`src/verilog/glcs_pkg.sv`:
```
// Constants shared by the gate-2 input select block
package glcs_pkg;

  // ---------------------------------------------------------------
  // Geometry
  // ---------------------------------------------------------------
  localparam int unsigned N_LINES   = 4;
  localparam int unsigned SEL_W     = 2 * N_LINES;
  localparam int unsigned BUS_DW    = 32;

  // ---------------------------------------------------------------
  // Register word indices (byte address is four times the index)
  // ---------------------------------------------------------------
  localparam int unsigned IDX_SELECT = 0;
  localparam int unsigned IDX_STATUS = 1;

  // ---------------------------------------------------------------
  // Select register fields (odd bit true form, even bit inverted)
  // ---------------------------------------------------------------
  localparam int unsigned B_IN3_TRUE = 7;
  localparam int unsigned B_IN3_INV  = 6;
  localparam int unsigned B_IN2_TRUE = 5;
  localparam int unsigned B_IN2_INV  = 4;
  localparam int unsigned B_IN1_TRUE = 3;
  localparam int unsigned B_IN1_INV  = 2;
  localparam int unsigned B_IN0_TRUE = 1;
  localparam int unsigned B_IN0_INV  = 0;

  // ---------------------------------------------------------------
  // Status register fields
  // ---------------------------------------------------------------
  localparam int unsigned ST_LINE_LSB = 0;
  localparam int unsigned ST_TERM_LSB = 8;
  localparam int unsigned ST_TOP_BIT  = 15;

  // ---------------------------------------------------------------
  // Reset values
  // ---------------------------------------------------------------
  localparam logic [SEL_W-1:0]   SEL_RST   = 8'h00;
  localparam logic [SEL_W-1:0]   TERM_RST  = 8'h00;
  localparam logic [N_LINES-1:0] LINE_RST  = 4'h0;
  localparam logic [BUS_DW-1:0]  DAT_RST   = 32'h0000_0000;

endpackage : glcs_pkg

```
`src/verilog/glcs_term_gate.sv`:
```
// Per-line true and inverted gating of the cell input lines into gate 2
`timescale 1ns/100ps
`default_nettype none

module glcs_term_gate #(
  parameter int unsigned N_IN = 4
) (
  input  wire logic [2*N_IN-1:0] i_select,
  input  wire logic [N_IN-1:0]   i_line,
  output logic      [2*N_IN-1:0] o_terms
);

  // ---------------------------------------------------------------
  // Gating
  // ---------------------------------------------------------------
  // Both polarities of one line may be enabled at once; the term pair
  // then carries the line and its complement, left for the gate to combine.
  for (genvar g = 0; g < N_IN; g++) begin : g_line
    assign o_terms[2*g+1] = i_select[2*g+1] & i_line[g];
    assign o_terms[2*g]   = i_select[2*g] & ~i_line[g];
  end

endmodule : glcs_term_gate

`default_nettype wire

```
`src/verilog/glcs_gate2_select.sv`:
```
// Gate-2 input select register with a classic Wishbone slave
//
// How it works
// - Bit 7 gates true line 3 in
// - Bit 6 gates inverted line 3 in
// - Bit 5 gates true line 2 in
// - Bit 4 gates inverted line 2 in
// - Bit 3 gates true line 1 in
// - Bit 2 gates inverted line 1 in
// - Bit 1 gates true line 0 in
// - Bit 0 gates inverted line 0 in
// - Bits read/write; other resets keep them
`timescale 1ns/100ps
`default_nettype none

module glcs_gate2_select #(
  parameter int unsigned ADR_W  = 4,
  parameter int unsigned DATA_W = 32
) (
  input  wire logic              i_clk,
  input  wire logic              i_sys_rst,
  input  wire logic              i_other_rst,
  input  wire logic              i_wb_cyc,
  input  wire logic              i_wb_stb,
  input  wire logic              i_wb_we,
  input  wire logic [ADR_W-1:0]  i_wb_adr,
  input  wire logic [DATA_W/8-1:0] i_wb_sel,
  input  wire logic [DATA_W-1:0] i_wb_dat,
  input  wire logic [3:0]        i_cell_input_line,
  output logic                   o_wb_ack,
  output logic      [DATA_W-1:0] o_wb_dat,
  output logic      [7:0]        o_gate2_terms,
  output logic      [7:0]        o_gate2_input_select
);

  // ---------------------------------------------------------------
  // Parameter checks
  // ---------------------------------------------------------------
  if (ADR_W < 3) begin : g_bad_adr
    $error("ADR_W must hold at least two word indices");
  end
  if (DATA_W != glcs_pkg::BUS_DW) begin : g_bad_dat
    $error("DATA_W must be 32");
  end

  localparam int unsigned WI_W = ADR_W - 2;
  localparam int unsigned SW   = glcs_pkg::SEL_W;
  localparam int unsigned NL   = glcs_pkg::N_LINES;

  // ---------------------------------------------------------------
  // State
  // ---------------------------------------------------------------
  typedef struct packed {
    logic              ack;
    logic [DATA_W-1:0] dat;
    logic [SW-1:0]     sel;
    logic [NL-1:0]     line;
    logic [SW-1:0]     terms;
  } glcs_state_t;

  localparam glcs_state_t ST_RST = '{
    ack:   1'b0,
    dat:   glcs_pkg::DAT_RST,
    sel:   glcs_pkg::SEL_RST,
    line:  glcs_pkg::LINE_RST,
    terms: glcs_pkg::TERM_RST
  };

  glcs_state_t   st_r;
  glcs_state_t   st_nxt;
  logic [SW-1:0] terms_now;

  // Word index match; low two address bits are ignored
  function automatic logic glcs_hit(input logic [ADR_W-1:0] adr,
                                    input int unsigned      idx);
    return adr[ADR_W-1:2] == WI_W'(idx);
  endfunction : glcs_hit

  function automatic logic [DATA_W-1:0] glcs_read(input logic [ADR_W-1:0] adr,
                                                  input glcs_state_t      s);
    logic [DATA_W-1:0] w;
    w = glcs_pkg::DAT_RST;
    if (glcs_hit(adr, glcs_pkg::IDX_SELECT)) begin
      w[SW-1:0] = s.sel;
    end else if (glcs_hit(adr, glcs_pkg::IDX_STATUS)) begin
      w[glcs_pkg::ST_LINE_LSB +: NL] = s.line;
      w[glcs_pkg::ST_TERM_LSB +: SW] = s.terms;
    end
    return w;
  endfunction : glcs_read

  // ---------------------------------------------------------------
  // Gating of the cell input lines
  // ---------------------------------------------------------------
  glcs_term_gate #(
    .N_IN (NL)
  ) u_term_gate (
    .i_select (st_r.sel),
    .i_line   (i_cell_input_line),
    .o_terms  (terms_now)
  );

  // ---------------------------------------------------------------
  // Next state
  // ---------------------------------------------------------------
  always_comb begin
    st_nxt       = st_r;
    st_nxt.line  = i_cell_input_line;
    st_nxt.terms = terms_now;
    st_nxt.ack   = i_wb_cyc & i_wb_stb & ~st_r.ack;
    if (i_wb_cyc & i_wb_stb & ~st_r.ack) begin
      st_nxt.dat = glcs_read(i_wb_adr, st_r);
    end
    // Write lands on the edge where the master sees ack
    if (i_wb_cyc & i_wb_stb & st_r.ack & i_wb_we & i_wb_sel[0]
        & glcs_hit(i_wb_adr, glcs_pkg::IDX_SELECT)) begin
      st_nxt.sel = i_wb_dat[SW-1:0];
    end
    // A lesser reset aborts the bus cycle but keeps the selection
    if (i_other_rst) begin
      st_nxt.ack = 1'b0;
      st_nxt.dat = glcs_pkg::DAT_RST;
      st_nxt.sel = st_r.sel;
    end
  end

  always_ff @(posedge i_clk) begin
    if (i_sys_rst) begin
      st_r <= ST_RST;
    end else begin
      st_r <= st_nxt;
    end
  end

  // ---------------------------------------------------------------
  // Outputs
  // ---------------------------------------------------------------
  assign o_wb_ack             = st_r.ack;
  assign o_wb_dat             = st_r.dat;
  assign o_gate2_terms        = st_r.terms;
  assign o_gate2_input_select = st_r.sel;
endmodule : glcs_gate2_select

`default_nettype wire

```
`config.mk`:
```
export PLATFORM = sky130hd
export DESIGN_NAME = glcs_gate2_select
export DESIGN_NICKNAME = d
export VERILOG_FILES = /design/src/verilog/glcs_pkg.sv /design/src/verilog/glcs_term_gate.sv /design/src/verilog/glcs_gate2_select.sv
export SDC_FILE = /design/constraint.sdc
export NUM_CORES = 1
export LEC_CHECK = 0
export ABC_AREA = 0
export BUFFER_PORTS_ARGS = -buffer_cell sky130_fd_sc_hd__buf_2
export CAP_MARGIN = 20
export CORE_ASPECT_RATIO = 0.75
export CORE_MARGIN = 2
export CORE_UTILIZATION = 39
export CTS_CLUSTER_SIZE = 40
export DETAILED_ROUTE_END_ITERATION = 12
export GPL_ROUTABILITY_DRIVEN = 0
export PLACE_DENSITY = 0.75
export SLEW_MARGIN = 20
export SYNTH_ARGS = -nofsm -noshare
export SYNTH_HDL_FRONTEND = slang
export SYNTH_SLANG_ARGS = --single-unit
```
`constraint.sdc`:
```
create_clock -name i_clk -period 1 [get_ports i_clk]
set_input_delay 0.05 -clock i_clk [delete_from_list [all_inputs] [get_ports i_clk]]
set_output_delay 0.05 -clock i_clk [all_outputs]
set_load 0.02 [all_outputs]
```
==> impl_metrics.py <==
metrics = {
    "outcome": {
        "status": "complete, but fails checks",
        "violations": "setup timing",
    },
    "power_and_ir_drop": {
        "p_per_area_nw_per_um2": 1310,
        "total_power_mw": 2.74,
        "p_leak_nw": 0.905,
        "ir_worst_vdd_mv": 0.678,
    },
    "worst_hold_path": {
        "min_from": "i_wb_dat[0]",
        "whs_path_depth": 3,
        "min_to": "o_gate2_input_select[0]$_SDFFE_PP0P_",
        "worstHoldPathType": "in -> reg",
    },
    "final_layout": {
        "finalCoreUtilization_pct": 50.8,
        "drive_above_1_share_pct": 46.8,
        "fin_nets": 271,
        "syn2layout_area_growth_pct": 22.6,
        "insertedDiodeCount": 0,
    },
    "global_routing": {
        "grt_overflow_total": 0,
        "grt.total_usage_pct": 15.8,
        "grt_pass1_vias": 1179,
        "grt_pass1_wl_um": 5580,
        "grt_max_degree": 21,
        "grt_antenna_before_repair": 0,
    },
    "sta": {
        "fmax_ghz": 0.881,
        "hold_violations": 0,
        "min_period_ns": 1.13,
        "finalCritPeriodShare_pct": 113,
        "drv_slew": 0,
        "setup_viol": 25,
        "rsz0062_at_grt": "yes",
        "clock_skew_ns": 0.00482,
        "layout_setup_ws_ns": -0.135,
    },
    "drt": {
        "wl_per_cell_um": 13.4,
        "antenna_left": 0,
        "first_iter_violations": 24,
        "first_pass_iters": 4,
        "routed_wl_um": 3710,
        "vias": 1217,
        "viasPerCell": 4.39,
        "remaining_drc_errors": 0,
    },
    "logic_synthesis": {
        "synth_area_um2": 1710,
        "ys_seq_area_share_pct": 43.3,
        "yosys.area.top_type": "dfxtp_1",
        "ys_seq_elements": 37,
        "netlist_top_cells_count": "buf_4, dfxtp_1, nand2b_1",
        "synth_top_area_share_pct": 43.3,
        "ys_types": 22,
        "synthCells": 185,
        "synth_edf_count": 0,
        "syn_area_per_cell_um2": 9.25,
        "yosysMostFrequentCell": "buf_4",
        "postSynth.asyncResetShare_pct": 0,
        "synthFlopType": "dfxtp_1",
        "synth_area_leaders": "dfxtp_1, buf_4, mux2i_1, nand2b_1, a21oi_1",
        "yosys_warnings": 0,
    },
    "clocking": {
        "clock_path_buffers": 2,
        "insertion_delay_ns": 0.29,
        "cts_root_buf": "clkbuf_8",
        "clk_pin_slew_worst_paths_ns": 0.07,
        "numCtsBuffers": 5,
        "htree_levels": 2,
        "cts_sinks": 37,
        "cts_tree": "done",
    },
    "worst_setup_path": {
        "r2r_start": "o_wb_ack$_SDFF_PP0_",
        "reg2reg_to": "o_gate2_input_select[6]$_SDFFE_PP0P_",
        "worstPathRequired_ns": 1.22,
        "reg2reg_slack_ns": -0.13,
        "critPathLaunchType": "flip-flop",
        "cp_max_fo": 8,
        "worstSetupPathType": "reg -> reg",
        "r2r_cells": 4,
        "crit_arrival_ns": 1.35,
        "end_kind": "flip-flop",
    },
    "floorplan": {
        "die-area_um2": 4940,
        "core_area_um2": 4130,
        "chipHeight_um": 61.4,
        "rows": 20,
        "start_util_pct": 41.5,
        "die_x_um": 80.5,
        "io_pins": 99,
    },
    "run": {
        "maxCapViolCount": 0,
    },
    "place": {
        "numPortBuffers": 53,
        "place_ws_ns": -0.165,
        "dp_hpwl_um": 2710,
    },
}
worst max-delay path: stages, from the launching register on:
cell	delay, ns
dfxtp_2	0.34
and4b_1	0.17
and4_4	0.22
buf_12	0.13
mux2i_2	0.20
metal layers:
metal  wire length (um)  track usage (%)
met5                  0                0
met1               1710             19.7
met2               1710             25.6
met3                248             6.01
met4                 38             5.08
metrics by stage:
stage	cells	hold slack (ns)	instance area, um2	setup TNS (ns)
after floorplan	200	0.122	1780	-2.55
after global placement	260	0.222	1780	-1.21
after detailed placement	260	0.227	1780	-1.98
after CTS	277	0.00781	2040	-1.48
after global routing	277	0.0241	2100	-2.76
final	277	0.0141	2100	-1.67
power by group:
part           switching, mW  internal, mW
sequential           0.00383          1.48
combinational          0.166         0.111
clock                  0.483         0.494
worst max path at each step:
stage,startpoint,endpoint,slack (ns),cells past startpoint
after floorplan,o_wb_ack$_SDFF_PP0_,o_wb_dat[0]$_SDFFE_PP0P_,-0.15,3
after global placement,o_wb_ack$_SDFF_PP0_,o_gate2_input_select[6]$_SDFFE_PP0P_,-0.11,4
after detailed placement,o_wb_ack$_SDFF_PP0_,o_gate2_input_select[6]$_SDFFE_PP0P_,-0.16,4
after CTS,o_wb_ack$_SDFF_PP0_,o_gate2_input_select[2]$_SDFFE_PP0P_,-0.13,4
after global routing,o_wb_ack$_SDFF_PP0_,o_gate2_input_select[6]$_SDFFE_PP0P_,-0.19,4
final,o_wb_ack$_SDFF_PP0_,o_gate2_input_select[6]$_SDFFE_PP0P_,-0.13,4
area by class of cell:
class                      instances  area (um2)
sequential                        37         742
tap                               55        68.8
clock buffer                       8        80.1
fill                             410        2030
timing repair buffer              71         448
multi-input combinational        106         759
flip-flops by register name, summed over array words and instances (netlist names):
register and cells:
o_gate2_terms 8, o_wb_ack 1, o_wb_dat 16, o_gate2_input_select 8
st_r 4
cell families after synthesis:
group                  synth area share [%]
AND/OR/NAND/NOR                        20.0
buffers and inverters                  23.9
flip-flops                             43.3
AO/OA/AOI/OAI                          5.56
multiplexers                           7.02
other                                 0.219
placed cells by master (no fill, tap or decap), drive strengths merged:
cell         Yosys  final
nand3b           1      1
and2             4      4
o2bb2ai          4      4
nand2b          16     16
and4             1      1
or2              1      1
dlygate4sd3      0      4
conb             1     16
clkbuf           4      8
and4b            1      1
nor2b            5      5
mux2i           12     12
dfxtp           37     37
or3              1      1
nand2           12     12
and3b            1      1
a21oi           12     12
nand3           12     12
nor2             7      7
buf             53     67
timing repair:
item | in CTS | in global routing
setup buffers | 5 | 0
gates cloned | 0 | 0
gates resized for setup | 25 | 12
endpoints found under the setup margin | 24 | 25
hold endpoints to repair | 4 | 0
hold buffers | 4 | 0
pin swaps | 18 | 9
(Power assumes the default switching activity.)
